## config.mk

```make
export PLATFORM = sky130hd
export DESIGN_NAME = tcc_core
export DESIGN_NICKNAME = d
export VERILOG_FILES = /design/src/inc/tcc_pkg.sv /design/src/logic/tcc_core.sv /design/src/logic/tcc_prescaler.sv
export SDC_FILE = /design/constraint.sdc
export NUM_CORES = 1
export LEC_CHECK = 0
export ABC_AREA = 1
export BUFFER_PORTS_ARGS = -buffer_cell sky130_fd_sc_hd__buf_2
export CAP_MARGIN = 30
export CORE_MARGIN = 5
export CORE_UTILIZATION = 44
export DETAILED_ROUTE_END_ITERATION = 12
export GPL_TIMING_DRIVEN = 0
export PLACE_DENSITY_LB_ADDON = 0.15
export SYNTH_ARGS = -nofsm -noshare
export SYNTH_HDL_FRONTEND = slang
export SYNTH_SLANG_ARGS = --single-unit
export TNS_END_PERCENT = 100
```

## constraint.sdc

```tcl
create_clock -name hclk -period 5.58 [get_ports hclk]
set_input_delay 1.116 -clock hclk [delete_from_list [all_inputs] [get_ports hclk]]
set_output_delay 1.116 -clock hclk [all_outputs]
set_load 0.01 [all_outputs]
```

## src/inc/tcc_pkg.sv

```systemverilog
// Purpose: shared constants and types of the timer counter control core
// Assumes: 32-bit AHB-Lite register bus, one aligned word per register
// Notes: registers hold byte-wide data in bits 7:0, modulo value 16 bits in 15:0; upper bits read zero
package tcc_pkg;

	// ************************************************************
	// register map
	// ************************************************************
	localparam logic [7:0] TCC_ADDR_STATUS_CONTROL = 8'h00;
	localparam logic [7:0] TCC_ADDR_COUNTER_HIGH = 8'h04;
	localparam logic [7:0] TCC_ADDR_COUNTER_LOW = 8'h08;
	localparam logic [7:0] TCC_ADDR_MODULO_VALUE = 8'h0c;
	localparam int TCC_ADDR_W = 8;

	// ************************************************************
	// status/control field positions
	// ************************************************************
	localparam int TCC_BIT_OVERFLOW_FLAG = 7;
	localparam int TCC_BIT_OVERFLOW_IRQ_ENABLE = 6;
	localparam int TCC_BIT_CENTER_ALIGNED = 5;
	localparam int TCC_BIT_CLKS_HI = 4;
	localparam int TCC_BIT_CLKS_LO = 3;
	localparam int TCC_BIT_PS_HI = 2;
	localparam int TCC_BIT_PS_LO = 0;

	// ************************************************************
	// reset values, counter top and unmapped read value
	// ************************************************************
	localparam logic [15:0] TCC_COUNTER_RESET = 16'h0000;
	localparam logic [15:0] TCC_MODULO_RESET = 16'h0000;
	localparam logic [15:0] TCC_COUNTER_TOP = 16'hffff;
	localparam logic [6:0] TCC_PRESCALE_RESET = 7'h00;
	localparam logic [31:0] TCC_UNMAPPED_READ = 32'h0000_0000;

	// ************************************************************
	// types
	// ************************************************************
	typedef enum logic [1:0] {
		TCC_CLK_OFF = 2'h0,
		TCC_CLK_BUS = 2'h1,
		TCC_CLK_FIXED = 2'h2,
		TCC_CLK_EXT = 2'h3
	} tcc_clk_src_t;

	typedef struct packed {
		logic overflow_irq_enable;
		logic center_aligned_select;
		tcc_clk_src_t clock_source_select;
		logic [2:0] prescale_select;
	} tcc_ctrl_t;

	localparam tcc_ctrl_t TCC_CTRL_RESET = '{1'b0, 1'b0, TCC_CLK_OFF, 3'h0};

	typedef struct packed {
		logic [15:0] value;
		logic count_down;
		logic overflow_flag;
	} tcc_status_t;

endpackage : tcc_pkg

```

## src/logic/tcc_core.sv

```systemverilog
// Purpose: control and counter core of a 16-bit timer/PWM module
// Assumes: AHB-Lite slave, zero wait states, word accesses
// Notes: channel logic sits outside and reads counter_value and count_down
// Contract
// - overflow flag sets when counter wraps to zero after modulo value
// - flag clears only by status read while set, then writing zero
// - overflow between that read and write restarts clear sequence
// - reset clears flag; writing one to flag changes nothing
// - interrupt request while flag and enable both set; enable resets clear
// - center-aligned bit selects up/down counting; cleared by reset
// - two-bit source field: off, bus, fixed system, external clock
// - external source synchronized to bus clock inside this block
// - fixed clock without active PLL/FLL behaves as bus clock
// - prescale field divides selected clock by two to the field
// - prescaler follows source selection and synchronization
// - new prescale value acts on the cycle after register update
// - reading either counter byte latches both until other is read
// - reset or any status/control write restarts the read latch
// - reset clears counter; any counter byte write clears it and latch
// - during debug counter stops and reads return frozen value
// - during debug counter reads leave the read latch untouched
// - during debug status or counter writes still reset the latch
// - after reaching modulo counter resumes from zero next count; in center-aligned mode it counts down instead
// - modulo of zero makes counter free-run over full range
//
// The implementer's own choices: the register addresses and the AHB-Lite register port.
`timescale 1ns/100ps
`default_nettype none
module tcc_core
	import tcc_pkg::*;
(
	input wire logic hclk,
	input wire logic hresetn,
	input wire logic clk_en,
	input wire logic hsel,
	input wire logic [31:0] haddr,
	input wire logic [1:0] htrans,
	input wire logic hwrite,
	input wire logic [2:0] hsize,
	input wire logic [31:0] hwdata,
	input wire logic hready,
	output logic [31:0] hrdata,
	output logic hreadyout,
	output logic hresp,
	input wire logic ext_clk_pin,
	input wire logic fixed_clk_tick,
	input wire logic pll_fll_active,
	input wire logic background_debug_active,
	output logic overflow_irq,
	output logic center_aligned_select,
	output logic [15:0] counter_value,
	output logic count_down
);

	// ************************************************************
	// bus address phase capture
	// ************************************************************
	logic addr_valid;
	logic [TCC_ADDR_W-1:0] addr_low;
	logic rd_now;
	logic wr_phase_q;
	logic [TCC_ADDR_W-1:0] wr_addr_q;

	assign addr_valid = hsel && htrans[1] && hready;
	assign addr_low = haddr[TCC_ADDR_W-1:0];
	assign rd_now = addr_valid && !hwrite;
	assign hreadyout = 1'b1;
	assign hresp = 1'b0;

	always_ff @(posedge hclk or negedge hresetn) begin
		if (!hresetn) begin
			wr_phase_q <= 1'b0;
			wr_addr_q <= '0;
		end else if (clk_en) begin
			wr_phase_q <= addr_valid && hwrite;
			wr_addr_q <= addr_low;
		end
	end

	// ************************************************************
	// access decode
	// ************************************************************
	logic rd_sc;
	logic rd_cnth;
	logic rd_cntl;
	logic rd_mod;
	logic wr_sc;
	logic wr_cnt;
	logic wr_mod;

	assign rd_sc = rd_now && (addr_low == TCC_ADDR_STATUS_CONTROL);
	assign rd_cnth = rd_now && (addr_low == TCC_ADDR_COUNTER_HIGH);
	assign rd_cntl = rd_now && (addr_low == TCC_ADDR_COUNTER_LOW);
	assign rd_mod = rd_now && (addr_low == TCC_ADDR_MODULO_VALUE);
	// write data only exists in the data phase, so writes act one cycle late
	assign wr_sc = wr_phase_q && (wr_addr_q == TCC_ADDR_STATUS_CONTROL);
	assign wr_cnt = wr_phase_q && ((wr_addr_q == TCC_ADDR_COUNTER_HIGH)
		|| (wr_addr_q == TCC_ADDR_COUNTER_LOW));
	assign wr_mod = wr_phase_q && (wr_addr_q == TCC_ADDR_MODULO_VALUE);

	// ************************************************************
	// control register
	// ************************************************************
	tcc_ctrl_t ctrl_q;
	tcc_ctrl_t ctrl_d;
	logic [15:0] modulo_q;

	assign ctrl_d = wr_sc ? tcc_ctrl_t'(hwdata[TCC_BIT_OVERFLOW_IRQ_ENABLE:TCC_BIT_PS_LO]) : ctrl_q;

	always_ff @(posedge hclk or negedge hresetn) begin
		if (!hresetn) begin
			ctrl_q <= TCC_CTRL_RESET;
			modulo_q <= TCC_MODULO_RESET;
		end else if (clk_en) begin
			ctrl_q <= ctrl_d;
			if (wr_mod) begin
				modulo_q <= hwdata[15:0];
			end
		end
	end

	assign center_aligned_select = ctrl_q.center_aligned_select;

	// ************************************************************
	// external clock synchronizer
	// ************************************************************
	logic ext_meta_q;
	logic ext_sync_q;
	logic ext_prev_q;
	logic ext_rise;

	always_ff @(posedge hclk or negedge hresetn) begin
		if (!hresetn) begin
			ext_meta_q <= 1'b0;
			ext_sync_q <= 1'b0;
			ext_prev_q <= 1'b0;
		end else if (clk_en) begin
			ext_meta_q <= ext_clk_pin;
			ext_sync_q <= ext_meta_q;
			ext_prev_q <= ext_sync_q;
		end
	end

	// edges closer than two bus clocks may be missed
	assign ext_rise = ext_sync_q && !ext_prev_q;

	// ************************************************************
	// source selection and prescaler
	// ************************************************************
	logic src_tick;
	logic src_run;
	logic count_tick;

	// fixed clock falls back to bus rate
	assign src_tick = (ctrl_q.clock_source_select == TCC_CLK_BUS) ? 1'b1
		: (ctrl_q.clock_source_select == TCC_CLK_FIXED)
			? (pll_fll_active ? fixed_clk_tick : 1'b1)
		: (ctrl_q.clock_source_select == TCC_CLK_EXT) ? ext_rise
		: 1'b0;
	assign src_run = (ctrl_q.clock_source_select != TCC_CLK_OFF) && !background_debug_active;

	// divide by two to the field
	tcc_prescaler u_prescaler (
		.hclk(hclk),
		.hresetn(hresetn),
		.clk_en(clk_en),
		.run(src_run),
		.in_tick(src_tick),
		.prescale_select(ctrl_q.prescale_select),
		.out_tick(count_tick)
	);

	// ************************************************************
	// counter
	// ************************************************************
	tcc_status_t cnt_q;
	tcc_status_t cnt_d;
	logic [15:0] top;
	logic at_top;
	logic overflow_event;
	logic armed_q;
	logic armed_d;

	assign top = (modulo_q == TCC_MODULO_RESET) ? TCC_COUNTER_TOP : modulo_q;
	assign at_top = (cnt_q.value == top);

	// wrap or return to zero marks overflow
	assign overflow_event = count_tick && (ctrl_q.center_aligned_select
		? (cnt_q.count_down && (cnt_q.value == 16'h0001))
		: at_top);

	always_comb begin
		cnt_d = cnt_q;
		if (count_tick) begin
			if (!ctrl_q.center_aligned_select) begin
				cnt_d.count_down = 1'b0;
				cnt_d.value = at_top ? TCC_COUNTER_RESET : cnt_q.value + 16'h0001;
			end else if (!cnt_q.count_down) begin
				if (at_top) begin
					cnt_d.count_down = 1'b1;
					cnt_d.value = cnt_q.value - 16'h0001;
				end else begin
					cnt_d.value = cnt_q.value + 16'h0001;
				end
			end else begin
				if (cnt_q.value == 16'h0001) begin
					cnt_d.count_down = 1'b0;
				end
				cnt_d.value = cnt_q.value - 16'h0001;
			end
		end
		if (wr_cnt) begin
			cnt_d.value = TCC_COUNTER_RESET;
			cnt_d.count_down = 1'b0;
		end
		// clear only after an armed read
		if (wr_sc && !hwdata[TCC_BIT_OVERFLOW_FLAG] && armed_q) begin
			cnt_d.overflow_flag = 1'b0;
		end
		// set beats a simultaneous clear
		if (overflow_event) begin
			cnt_d.overflow_flag = 1'b1;
		end
	end

	// a new overflow disarms the pending clear
	always_comb begin
		armed_d = armed_q;
		if (wr_sc) begin
			armed_d = 1'b0;
		end
		if (rd_sc && cnt_q.overflow_flag) begin
			armed_d = 1'b1;
		end
		if (overflow_event) begin
			armed_d = 1'b0;
		end
	end

	always_ff @(posedge hclk or negedge hresetn) begin
		if (!hresetn) begin
			cnt_q <= '{TCC_COUNTER_RESET, 1'b0, 1'b0};
			armed_q <= 1'b0;
		end else if (clk_en) begin
			cnt_q <= cnt_d;
			armed_q <= armed_d;
		end
	end

	assign counter_value = cnt_q.value;
	assign count_down = cnt_q.count_down;
	assign overflow_irq = cnt_q.overflow_flag && ctrl_q.overflow_irq_enable;

	// ************************************************************
	// counter read coherency latch
	// ************************************************************
	logic latched_q;
	logic latched_d;
	logic first_high_q;
	logic first_high_d;
	logic [15:0] snap_q;
	logic [15:0] snap_d;
	logic [15:0] read_view;

	// a read after a counter write sees the cleared count; the byte
	// returned always comes from the same value that the latch keeps
	assign read_view = (latched_q && !(wr_sc || wr_cnt)) ? snap_q
		: (wr_cnt ? TCC_COUNTER_RESET : cnt_q.value);

	always_comb begin
		latched_d = latched_q;
		first_high_d = first_high_q;
		snap_d = snap_q;
		if (wr_sc || wr_cnt) begin
			latched_d = 1'b0;
		end
		// debug reads do not move the latch
		if (!background_debug_active && (rd_cnth || rd_cntl)) begin
			// first byte read captures both halves
			if (!latched_d) begin
				latched_d = 1'b1;
				first_high_d = rd_cnth;
				snap_d = read_view;
			end else if (rd_cnth != first_high_q) begin
				latched_d = 1'b0;
			end
		end
	end

	always_ff @(posedge hclk or negedge hresetn) begin
		if (!hresetn) begin
			latched_q <= 1'b0;
			first_high_q <= 1'b0;
			snap_q <= TCC_COUNTER_RESET;
		end else if (clk_en) begin
			latched_q <= latched_d;
			first_high_q <= first_high_d;
			snap_q <= snap_d;
		end
	end

	// ************************************************************
	// read data
	// ************************************************************
	logic [7:0] sc_byte;
	logic [31:0] rdata_d;
	logic [31:0] rdata_q;

	assign sc_byte = {cnt_q.overflow_flag, ctrl_q};

	// byte data in low lane, one cycle answer
	assign rdata_d = rd_sc ? {24'h000000, sc_byte}
		: rd_cnth ? {24'h000000, read_view[15:8]}
		: rd_cntl ? {24'h000000, read_view[7:0]}
		: rd_mod ? {16'h0000, modulo_q}
		: TCC_UNMAPPED_READ;

	always_ff @(posedge hclk or negedge hresetn) begin
		if (!hresetn) begin
			rdata_q <= TCC_UNMAPPED_READ;
		end else if (clk_en && rd_now) begin
			rdata_q <= rdata_d;
		end
	end

	assign hrdata = rdata_q;

	// hsize is not checked: every access is treated as a full word
	logic unused_size;
	assign unused_size = ^{hsize, haddr[31:TCC_ADDR_W]};

endmodule : tcc_core
`default_nettype wire

```

## src/logic/tcc_prescaler.sv

```systemverilog
// Purpose: divide a stream of source ticks by two to the power of a select
// Assumes: in_tick is one-cycle pulses on hclk
// Notes: counter restarts whenever the source is stopped
`timescale 1ns/100ps
`default_nettype none
module tcc_prescaler
	import tcc_pkg::*;
(
	input wire logic hclk,
	input wire logic hresetn,
	input wire logic clk_en,
	input wire logic run,
	input wire logic in_tick,
	input wire logic [2:0] prescale_select,
	output logic out_tick
);

	logic [6:0] div_q;
	logic [6:0] div_d;
	logic [6:0] mask;

	// mask of the low bits that must all be one before a tick passes
	assign mask = 7'((8'h01 << prescale_select) - 8'h01);
	assign out_tick = run && in_tick && ((div_q & mask) == mask);
	assign div_d = !run ? TCC_PRESCALE_RESET : (in_tick ? div_q + 7'h01 : div_q);

	always_ff @(posedge hclk or negedge hresetn) begin
		if (!hresetn) begin
			div_q <= TCC_PRESCALE_RESET;
		end else if (clk_en) begin
			div_q <= div_d;
		end
	end

endmodule : tcc_prescaler
`default_nettype wire

```

Word-level counts from Yosys, hierarchy flattened
Cells that the tools add are included.
{ "classes": {"addsub": 4, "reduce_logical": 46, "eq_ne": 14, "shift": 1, "muxes": 31, "bitwise_logic": 2} }
{ "op_table": {"columns": ["cell", "n"], "rows": [
  ["$mux W16", 9],
  ["$mux W17", 4],
  ["$eq A8 B4 Y1 const B", 4],
  ["$logic_and A1 B1 Y1", 24],
  ["$add A16 B1 Y16 const B", 1],
  ["$eq A16 B1 Y1 const B", 1],
  ["$eq A16 B16 Y1", 1],
  ["$eq A8 B3 Y1 const B", 2],
  ["$logic_not A16 Y1", 1],
  ["$logic_not A8 Y1", 2],
  ["$mux W1", 16],
  ["$sub A16 B1 Y16 const B", 1],
  ["$mux W7", 2],
  ["$reduce_and A2 Y1", 6],
  ["$add A7 B1 Y7 const B", 1],
  ["$and A7 B7 Y7", 1],
  ["$eq A7 B7 Y1", 1],
  ["$shl A1 B3 Y7 const A", 1],
  ["$sub A7 B1 Y7 const B", 1],
  ["$reduce_bool A2 Y1", 3],
  ["$logic_not A1 Y1", 5],
  ["$eq A2 B2 Y1 const B", 2],
  ["$logic_or A1 B1 Y1", 3],
  ["$reduce_and A3 Y1", 1],
  ["5 further kinds", 5]
]} }
{ "totals": {"out_inout_bits": 53, "input_bits": 79, "reg_bits": 111} }

Logic depth before layout (Yosys ltp)
Gate-level depths: netlist of the first run.
{ "logic_depth": {"word_depth": 10, "depth_mapped": 18} }

By module
From an unflattened synthesis of the first run, not the netlist that was laid out.
{ "unflattened": {"hier_cells": 870, "area_unflattened_um2": 6263.5} }
{ "modules_own_cells": {"columns": ["mod", "n_inst", "cells_each", "area_per_inst_um2"], "rows": [
  ["tcc_core", 1, 806, 5799.3],
  ["tcc_prescaler", 1, 64, 464.2]
]} }

Worst setup path before layout of the first run
Ideal clock, no wire load.
{ "synth_path": {"kind": "input to register", "from": "in haddr[5]", "to": "reg rdata_q[0] (netlist: hrdata[0])", "path_slack_ps": 2982, "arrival_ps": 2467, "setup_ps": 130, "cell_stages": 6, "path_cell_list": "nor4_2 nand2_1 nor4_4 inv_1 o211ai_1 nand3_1"} }
{ "synth_between": {"elab_chain_len": 6} }
{ "synth_lines": {"columns": ["element", "line_no", "rtl"], "rows": [
  ["start: declaration", "tcc_core.sv:36", "input wire logic [31:0] haddr,"],
  ["$eq A8 B4 Y1", "tcc_core.sv:94", "assign rd_mod = rd_now && (addr_low == TCC_ADDR_MODULO_VALUE);"],
  ["$logic_and A1 B1 Y1", "tcc_core.sv:94", null],
  ["$mux W16", "tcc_core.sv:315", ": rd_mod ? {16'h0000, modulo_q}"],
  ["$mux W16", "tcc_core.sv:314", ": rd_cntl ? {24'h000000, read_view[7:0]}"],
  ["$mux W16", "tcc_core.sv:313", ": rd_cnth ? {24'h000000, read_view[15:8]}"],
  ["$mux W16 (*)", "tcc_core.sv:312", "assign rdata_d = rd_sc ? {24'h000000, sc_byte}"],
  ["end signal: assignment", "tcc_core.sv:322", "rdata_q <= rdata_d;"],
  ["end: declaration", "tcc_core.sv:307", "logic [31:0] rdata_q;"]
]} }
Every way passes the cells marked *; elsewhere a longest branch is shown, timed or not.
A chain may end at the register's enable or synchronous reset.

Final worst setup path of the first run
{ "layout_path": {"from": "in clk_en", "to": "reg cnt_q (netlist bit counter_value[11])"} }
{ "layout_between": {"elab_chain_len": 1} }
{ "layout_lines": {"columns": ["element", "line_no", "rtl"], "rows": [
  ["start: declaration", "tcc_core.sv:34", "input wire logic clk_en,"],
  ["$reduce_and A2 Y1 (no line)", null, null],
  ["end signal: assignment", "tcc_core.sv:242", "cnt_q <= '{TCC_COUNTER_RESET, 1'b0, 1'b0};"],
  ["end signal: assignment", "tcc_core.sv:245", "cnt_q <= cnt_d;"],
  ["end: declaration", "tcc_core.sv:176", "tcc_status_t cnt_q;"]
]} }
Every way passes these cells.

==> impl_metrics.toml, run 1 <==
[status]
outcome = "finished clean"

[setup_path]
crit_path_end_kind = "flip-flop"
cp_data_arrival_time_ns = 3.17
required_ns = 5.87
start_kind = "primary input"
crit_type = "in2reg"
path_max_fanout = 10

[placement]
dp_hpwl_um = 13700
place.gp.congestion = 0.923
portBuffers = 69

[synthesis]
synthFlopType = "dfrtp_1"
yosysSeqAreaShare_pct = 38.2
syn_area_um2 = 6220
ys_ff_latch = 95
synth_edf_count = 0
ys_types = 41
yosys_warnings = 0
synth_top_area_cell = "dfrtp_1"
async_flop_share_pct = 100
ys_top_cells_by_count = "nand2_1 (204), dfrtp_1 (95), nor2_1 (91)"
synth.most_common_cell = "nand2_1"
avgSynthCellArea_um2 = 7.27
yosys-top-cells-area = "dfrtp_1 (38%), nand2_1 (12%), o21ai_0 (6.7%)"
synthCells = 856
synth_top_area_share_pct = 38.2

[sta]
worst_slew_pin_slew_ns = 0.636
period_needed_ns = 2.88
rsz0062_at_grt = "false"
final.setup_skew_ns = 0.0155
slew_viol_final = 0
finalSetupViolations = 0
period_share_pct = 51.6
timing.fmax_mhz = 347
hold_violations = 0
tns_ns = 0
slew_headroom_pct = 57.6

[floorplanning]
fp.dieH_um = 129
rows = 43
core_area_um2 = 13900
dieArea_um2 = 16600
die_w_um = 129
start_util_pct = 44.8
io_pins = 132

[grt]
grt_usage_pct = 22.2
antenna_found_initial = 0
grt_pass1_wl_um = 29100
grt_max_degree = 51
grt-ovfl-total = 0
grt_pass1_vias = 5512

[power]
leakagePower_nw = 3.81
p_per_area_nw_per_um2 = 206
ir_worst_vdd_mv = 0.131

[cts]
cts_made_buffers = 9
post-cts-setup-buffers = 0
cts_resized = 0
clockBufferDepth = 2
cts_tree = "done"
clockRootBuffer = "clkbuf_16"
h-tree-depth = 3
numClockSinks = 95
insertion_delay_ns = 0.36
clk_pin_slew_ns = 0.07
ctsHoldBuffers = 0

[layout]
final_nets = 1036
utilization_pct = 51.9
synthToLayoutAreaGrowth_pct = 15.7
drive_above_1_share_pct = 17.5
num_antenna_cells = 0

[job]
drv_cap = 0

[drt]
post-route-drc-count = 0
first_pass_iters = 5
via_count = 5851
viasPerCell = 5.14
wl_per_cell_um = 15.7
routed_wl_um = 17900
postRouteAntennaNets = 0
first_iter_violations = 427

[worst_hold_path]
hold_path_class = "reg2reg"
worst max-delay path, stage by stage:
cell and delay [ns]:
buf_2 0.20, inv_2 0.13, nor2_1 0.11, o21ai_0 0.08
a31oi_1 0.34, nand3_1 0.32, nor2_1 0.43, buf_2 0.31
nand2_1 0.09, nand2_1 0.05
state kept, by name, indices dropped and copies added (netlist names):
register	flops
armed_q	1
center_aligned_select	1
cnt_q	1
count_down	1
counter_value	16
ctrl_q	6
ext_meta_q	1
ext_prev_q	1
ext_sync_q	1
first_high_q	1
hrdata	16
latched_q	1
modulo_q	16
snap_q	16
u_prescaler.div_q	7
wr_addr_q	8
wr_phase_q	1
logic make-up after synthesis:
group / after synthesis / share of synthesized area [%]
fa+ha+maj: 4 / 0.804
xor+xnor: 23 / 3.24
buf+inv: 159 / 12.4
simple gates: 413 / 30.2
other cells: 2 / 0.121
compound gates: 151 / 13.5
mux: 9 / 1.63
flops: 95 / 38.2
routing by layer:
layer	GRT usage, %	wire length (µm)
met5	0	0
met4	6.79	304
met1	31.8	8350
met3	2.82	827
met2	35.2	8420
area by class of cell:
class | instances | area (µm²)
plain buffers | 69 | 432
repair buffers | 70 | 375
fillers | 1418 | 6680
clock buffers | 9 | 225
flip-flops and latches | 95 | 2380
multi-input cells | 618 | 3140
clock inverters | 7 | 88.8
well taps | 180 | 225
inverters | 90 | 338
per-stage QoR:
stage	instances	area (µm²)	total power [W]	hold slack, ns	setup slack [ns]
2_1_floorplan	872	6280	0.000781	0.432	2.98
3_3_place_gp	1121	6850	0.000830	0.451	2.39
3_5_place_dp	1122	6880	0.000833	0.455	2.40
4_1_cts	1138	7200	0.00149	0.471	2.76
5_1_grt	1138	7200	0.00153	0.504	2.57
6_report	1138	7200	0.00148	0.469	2.70
path summary, 6_finish.rpt:
check / end / slack (ns) / from / depth (start not counted)
hold / removal: u_prescaler.div_q[6] / 0.47 / u_prescaler.div_q[6] / 1
max in group asynchronous: counter_value[9] / 4.14 / hresetn / 2
hold reg to reg: u_prescaler.div_q[6] / 0.47 / u_prescaler.div_q[6] / 1
min in group asynchronous: ext_prev_q / 0.77 / hresetn / 1
setup / recovery: counter_value[11] / 2.70 / clk_en / 10
setup reg to reg: hrdata[6] / 3.18 / wr_addr_q[6] / 11
layout by cell type (no fill, tap or decap), drive strengths merged:
cell type and count:
mux2 9, o211a 1, nand3 74, o211ai 14
ha 4, inv 90, nor3b 2, nand4 10
a32oi 1, o21ai 84, nor2 96, dfrtp 95
clkbuf 33, xor2 22, nand2 211, o22ai 1
a31oi 2, nand3b 5, buf 115, a22oi 3
xnor2 1, o2111ai 1, o31ai 1, conb 18
bufinv 1, a211oi 9, a21oi 34, clkinv 6
nor4 7, nor3 8
report_power, final:
part           internal [W]  switching [W]  total, W
logic             0.0000379      0.0000726  0.000110
clock network      0.000358       0.000304  0.000662
registers          0.000701     0.00000881  0.000709
No activity file was read; power rests on OpenSTA's default activity.
==> run 2: changes to the inputs <==
--- a/config.mk
+++ b/config.mk
@@ -5,7 +5,7 @@
 export SDC_FILE = /design/constraint.sdc
 export NUM_CORES = 1
 export LEC_CHECK = 0
-export ABC_AREA = 1
+export ABC_AREA = 0
 export BUFFER_PORTS_ARGS = -buffer_cell sky130_fd_sc_hd__buf_2
 export CAP_MARGIN = 30
 export CORE_MARGIN = 5
==> constraint.sdc (replaced) <==
create_clock -name hclk -period 2.5 [get_ports hclk]
set_input_delay 0.5 -clock hclk [delete_from_list [all_inputs] [get_ports hclk]]
set_output_delay 0.5 -clock hclk [all_outputs]
set_load 0.01 [all_outputs]
==> run 2 against run 1 <==
  * The flow now finishes with violations (setup timing)
  * Clock skew decreased by 0.0075 ns
  * Wire length increased by 3.0%
  * Hold slack got worse by 0.42 ns
  * Sequential share of layout area decreased by 1.8 points
  * Count of clock-buffer cells in the layout increased by 2
  * First-iteration DRC count increased by 47%
  * Synthesized cell count decreased by 29%
  * Non-clock buffer count increased by 48
==> impl_metrics.toml, run 2 <==
[sta]
rsz0062_at_grt = "true"
hold_violations = 0
worst_slew_pin_slew_ns = 0.716
slew_headroom_pct = 52.2
period_needed_ns = 2.90
whs_ns = 0.0494
finalSetupViolations = 16
tns_ns = -4.94
finalWorstSetupSlack_ns = -0.397
timing.fmax_mhz = 345
period_share_pct = 116
slew_viol_final = 0
final.setup_skew_ns = 0.00798

[synthesis]
async_flop_share_pct = 100
synthFlopType = "dfrtp_1"
ys_top_cells_by_count = "dfrtp_1 (95), nand2_1 (83), o21ai_0 (42)"
synth_top_area_cell = "dfrtp_1"
yosysSeqAreaShare_pct = 40.9
synth_edf_count = 0
ys_types = 65
ys_ff_latch = 95
syn_area_um2 = 5810
yosys-top-cells-area = "dfrtp_1 (41%), mux2_2 (6.8%), nand2_1 (5.4%)"
synth_top_area_share_pct = 40.9
yosys_warnings = 0
synth.most_common_cell = "dfrtp_1"
avgSynthCellArea_um2 = 9.50
synthCells = 611

[setup_path]
start_kind = "flip-flop"
r2r_slack_ns = -0.40
reg2regPathDepth = 10
crit_path_end_kind = "flip-flop"
crit_type = "reg2reg"
path_max_fanout = 6
r2r_start = "modulo_q[4]"
cp_data_arrival_time_ns = 3.13
r2r_end = "counter_value[9]"
required_ns = 2.73

[grt]
grt_usage_pct = 22.6
antenna_found_initial = 0
grt_pass1_wl_um = 28100
grt-ovfl-total = 0
grt_pass1_vias = 5135
grt_max_degree = 71

[job]
drv_cap = 0

[status]
outcome = "complete, but fails checks"
failed_checks = "setup timing"

[layout]
final_common_cell = "dfrtp_1"
nFillCells = 1151
post-route-cell-area_um2 = 7650
final_nets = 832
most-common-layout-cells = "dfrtp_1 (87), buf_2 (74), nand2_1 (64), buf_4 (62), mux2_2 (35)"
final_cells = 930
drive_above_1_share_pct = 41.4
num_antenna_cells = 0
synthToLayoutAreaGrowth_pct = 31.8

[drt]
first_iter_violations = 626
first_pass_iters = 6
routed_wl_um = 18400
postRouteAntennaNets = 0
wl_per_cell_um = 19.8
viasPerCell = 5.84
post-route-drc-count = 0
via_count = 5428

[cts]
clockRootBuffer = "clkbuf_16"
cts_tree = "done"
h-tree-depth = 3
numClockSinks = 95
clk_pin_slew_ns = 0.07
insertion_delay_ns = 0.35
ctsHoldBuffers = 0
cts_made_buffers = 9
clockBufferDepth = 2

[worst_hold_path]
hold_path_class = "in2async"

[floorplanning]
start_util_pct = 44.4
rows = 42
io_pins = 132
die_w_um = 125
core_area_um2 = 13100
dieArea_um2 = 15600
fp.dieH_um = 125

[power]
sw_frac_of_total_pct = 24.6
p_clk_share_pct = 43.3
pwr-share-seq_pct = 47.5
power_frac_comb_pct = 9.2
p_per_area_nw_per_um2 = 437
ir_worst_vdd_mv = 0.334
p_switching_w = 0.000821
leakagePower_nw = 3.28
intPower_w = 0.00252

[placement]
portBuffers = 69
postPlaceCellArea_um2 = 6520
dp_hpwl_um = 12500
dp.cells = 873
place.gp.congestion = 0.949
## run 2: changes by cell type after synthesis, sizes merged, moves of 19 or more
cell | previous run | this run
nand3 | 74 | 14
nand2 | 211 | 83
xnor2 | 1 | 20
nor2 | 96 | 31
mux2 | 9 | 35
inv | 87 | 11
o21ai | 84 | 43
## run 2: what timing repair did
item                       CTS  global route
gates cloned                 2             3
buffers inserted            25            11
setup endpoints to repair   55            54
pin swaps                   24            33
gates resized for setup     58            87
## run 2: kinds of logic after synthesis
| group | synth area share [%] |
|---|---|
| and+or+nand+nor | 16.6 |
| AOI/OAI and AO/OA | 19.4 |
| DFF | 40.9 |
| buffers and inverters | 8.62 |
| muxes | 9.55 |
| xor gates and xnor gates | 3.92 |
| adders and majority gates | 0.862 |
| other | 0.129 |
## run 2: cell type report
type                    count  area, µm²  share of cell area, %
well taps                 176        220                   2.88
multi-input cells         445       3380                   44.2
clock inverters             5       68.8                  0.900
inverters                  11       41.3                  0.540
flip-flops and latches     95       2390                   31.2
clock buffers              11        243                   3.17
plain buffers              76        527                   6.89
repair buffers            111        785                   10.3
## run 2: how the worst max path moves through the flow
stage / start / end / cells after the start
4_1_cts: modulo_q[11] / counter_value[9] / 10
2_1_floorplan: modulo_q[6] / counter_value[9] / 10
3_3_place_gp: fixed_clk_tick / counter_value[12] / 11
6_report: modulo_q[4] / counter_value[9] / 10
5_1_grt: modulo_q[12] / counter_value[9] / 11
3_5_place_dp: fixed_clk_tick / counter_value[5] / 11
## run 2: critical path, stage by stage (launching register included)
cell	delay, ns
dfrtp_2	0.46
nor4_4	0.39
buf_6	0.19
a41oi_4	0.14
xnor2_2	0.18
nor4_2	0.35
and4_1	0.25
buf_6	0.13
a21oi_4	0.06
o311a_1	0.30
o32a_1	0.32
## run 2: metrics by stage
| stage | util, % | worst slack, ns | power [W] |
|---|---|---|---|
| after floorplan | - | -0.189 | 0.00177 |
| after global placement | 49.6 | -0.572 | 0.00186 |
| after detailed placement | 49.8 | -0.587 | 0.00188 |
| after CTS | 55.5 | -0.318 | 0.00334 |
| after global routing | 58.5 | -0.507 | 0.00345 |
| final | 58.5 | -0.397 | 0.00334 |
## run 2: power groups by stage
stage	Combinational [W]	Sequential (W)	Clock, W
after floorplan	0.000165	0.00161	0
after global placement	0.000254	0.00161	0
after detailed placement	0.000266	0.00161	0
after CTS	0.000284	0.00158	0.00147
after global routing	0.000336	0.00159	0.00152
final	0.000307	0.00159	0.00145
## run 2: layer usage
metal / GRT usage [%] / wire (µm) / vias up
met5: 0 / 0 / -
met2: 35.1 / 8740 / 217
met3: 4.97 / 1240 / 33
met4: 8.80 / 382 / 0
met1: 30.9 / 8070 / 2705
li1: - / - / 2473
==> run 3: changes to the inputs <==
--- a/config.mk
+++ b/config.mk
@@ -6,12 +6,13 @@
 export NUM_CORES = 1
 export LEC_CHECK = 0
 export ABC_AREA = 0
-export BUFFER_PORTS_ARGS = -buffer_cell sky130_fd_sc_hd__buf_2
+export BUFFER_PORTS_ARGS = -buffer_cell sky130_fd_sc_hd__clkbuf_2
 export CAP_MARGIN = 30
 export CORE_MARGIN = 5
 export CORE_UTILIZATION = 44
 export DETAILED_ROUTE_END_ITERATION = 12
 export GPL_TIMING_DRIVEN = 0
+export MAX_ROUTING_LAYER = met4
 export PLACE_DENSITY_LB_ADDON = 0.15
 export SYNTH_ARGS = -nofsm -noshare
 export SYNTH_HDL_FRONTEND = slang
==> run 3 against run 2 <==
  * The flow still finishes with violations (setup timing)
  * Die area stayed put
  * First-iteration DRC count is 27% lower
  * Wire length decreased by 1.8%
  * Clock power decreased by 10%
  * Critical path type unchanged
  * Critical endpoint unchanged
  * Largest cell class unchanged
==> impl_metrics.toml, run 3 (same netlist as run 2, synthesis figures left out) <==
[placement]
postPlaceCellArea_um2 = 6520
dp.cells = 873
place.gp.congestion = 0.942
dp_hpwl_um = 12500
portBuffers = 69

[power]
pwr-share-seq_pct = 49.9
leakagePower_nw = 3.18
intPower_w = 0.00238
p_switching_w = 0.000805
sw_frac_of_total_pct = 25.3
p_clk_share_pct = 40.8
p_per_area_nw_per_um2 = 428
power_frac_comb_pct = 9.4
ir_worst_vdd_mv = 0.284

[floorplanning]
rows = 42
dieArea_um2 = 15600
start_util_pct = 44.4
core_area_um2 = 13100
fp.dieH_um = 125
die_w_um = 125
io_pins = 132

[drt]
via_count = 5340
first_pass_iters = 5
viasPerCell = 5.80
post-route-drc-count = 0
wl_per_cell_um = 19.7
routed_wl_um = 18100
postRouteAntennaNets = 0
first_iter_violations = 459

[cts]
ctsHoldBuffers = 0
numClockSinks = 95
clk_pin_slew_ns = 0.07
cts_made_buffers = 9
clockBufferDepth = 2
clockRootBuffer = "clkbuf_16"
cts_tree = "done"
h-tree-depth = 3
insertion_delay_ns = 0.35

[setup_path]
path_max_fanout = 6
reg2regPathDepth = 10
r2r_start = "modulo_q[1]"
r2r_slack_ns = -0.36
crit_path_end_kind = "flip-flop"
r2r_end = "counter_value[9]"
start_kind = "flip-flop"
required_ns = 2.73
crit_type = "reg2reg"
cp_data_arrival_time_ns = 3.09

[sta]
slew_viol_final = 0
worst_slew_pin_slew_ns = 0.686
hold_violations = 0
timing.fmax_mhz = 350
rsz0062_at_grt = "true"
final.setup_skew_ns = 0.0102
finalWorstSetupSlack_ns = -0.357
finalSetupViolations = 17
period_share_pct = 114
period_needed_ns = 2.86
slew_headroom_pct = 54.3

[layout]
drive_above_1_share_pct = 38.6
final_nets = 823
num_antenna_cells = 0
final_common_cell = "dfrtp_1"
post-route-cell-area_um2 = 7440
most-common-layout-cells = "dfrtp_1 (88), nand2_1 (80), clkbuf_2 (73), buf_4 (63), o21ai_0 (39)"
synthToLayoutAreaGrowth_pct = 28.2
final_cells = 920

[worst_hold_path]
hold_path_class = "in2async"

[status]
outcome = "complete, but fails checks"
failed_checks = "setup timing"

[grt]
grt_pass1_wl_um = 27800
grt-ovfl-total = 0
grt_usage_pct = 23.0
antenna_found_initial = 0
grt_pass1_vias = 5093
grt_max_degree = 63

[job]
drv_cap = 0
==> run 3: how the worst max path moves through the flow <==
stage,endpoint,from,cells past startpoint,slack (ns)
after floorplan,counter_value[9],modulo_q[6],10,-0.19
after global placement,counter_value[12],fixed_clk_tick,11,-0.59
after detailed placement,counter_value[12],fixed_clk_tick,11,-0.62
after CTS,counter_value[9],modulo_q[3],11,-0.28
after global routing,counter_value[9],modulo_q[3],11,-0.55
final,counter_value[9],modulo_q[1],10,-0.36
==> run 3: critical path, cell delays in order (launching register included) <==
cell	delay, ns
dfrtp_2	0.43
nor4_4	0.37
buf_4	0.23
a41oi_2	0.16
xnor2_1	0.18
nor4_2	0.31
and4_1	0.25
buf_6	0.13
a21oi_4	0.05
o311a_1	0.31
o32a_1	0.33
==> run 3: per-layer routing <==
| layer | GRT usage, % | routed length (µm) | share of wire [%] | vias up |
|---|---|---|---|---|
| li1 | - | - | - | 2450 |
| met1 | 32.0 | 8070 | 45 | 2655 |
| met2 | 34.9 | 8490 | 47 | 209 |
| met3 | 3.99 | 1240 | 6.8 | 26 |
| met4 | 6.19 | 310 | 1.7 | 0 |
| met5 | - | 0 | 0 | - |
==> run 3: repair_timing <==
item,4_1_cts,5_1_grt
buffers inserted,27,2
endpoints found under the setup margin,55,44
pin swaps,19,17
cloned,4,0
resized for setup,57,40
==> run 3: power groups by stage <==
stage                     sequential, W  clock [W]  combinational [W]
after global placement          0.00161          0           0.000255
after global routing            0.00159    0.00139           0.000325
after CTS                       0.00159    0.00132           0.000286
final                           0.00159    0.00130           0.000299
after floorplan                 0.00161          0           0.000165
after detailed placement        0.00161          0           0.000266
==> run 3: through the flow <==
| step | hold WS [ns] | TNS (ns) | util [%] | setup WS (ns) | total power, W |
|---|---|---|---|---|---|
| after floorplan | 0.204 | -0.616 | - | -0.189 | 0.00177 |
| after global placement | 0.463 | -40.11 | 49.6 | -0.591 | 0.00187 |
| after detailed placement | 0.471 | -17.16 | 49.8 | -0.622 | 0.00188 |
| after CTS | 0.153 | -2.51 | 55.2 | -0.281 | 0.00320 |
| after global routing | 0.180 | -7.27 | 56.9 | -0.554 | 0.00330 |
| final | 0.143 | -3.83 | 56.9 | -0.357 | 0.00318 |
==> run 3: layout make-up <==
type | count | area, µm²
plain buffers | 75 | 518
repair buffers | 104 | 649
clock inverters | 6 | 43.8
flip-flops and latches | 95 | 2390
well taps | 176 | 220
fillers | 1160 | 5640
inverters | 11 | 41.3
multi-input cells | 444 | 3360
clock buffers | 9 | 225
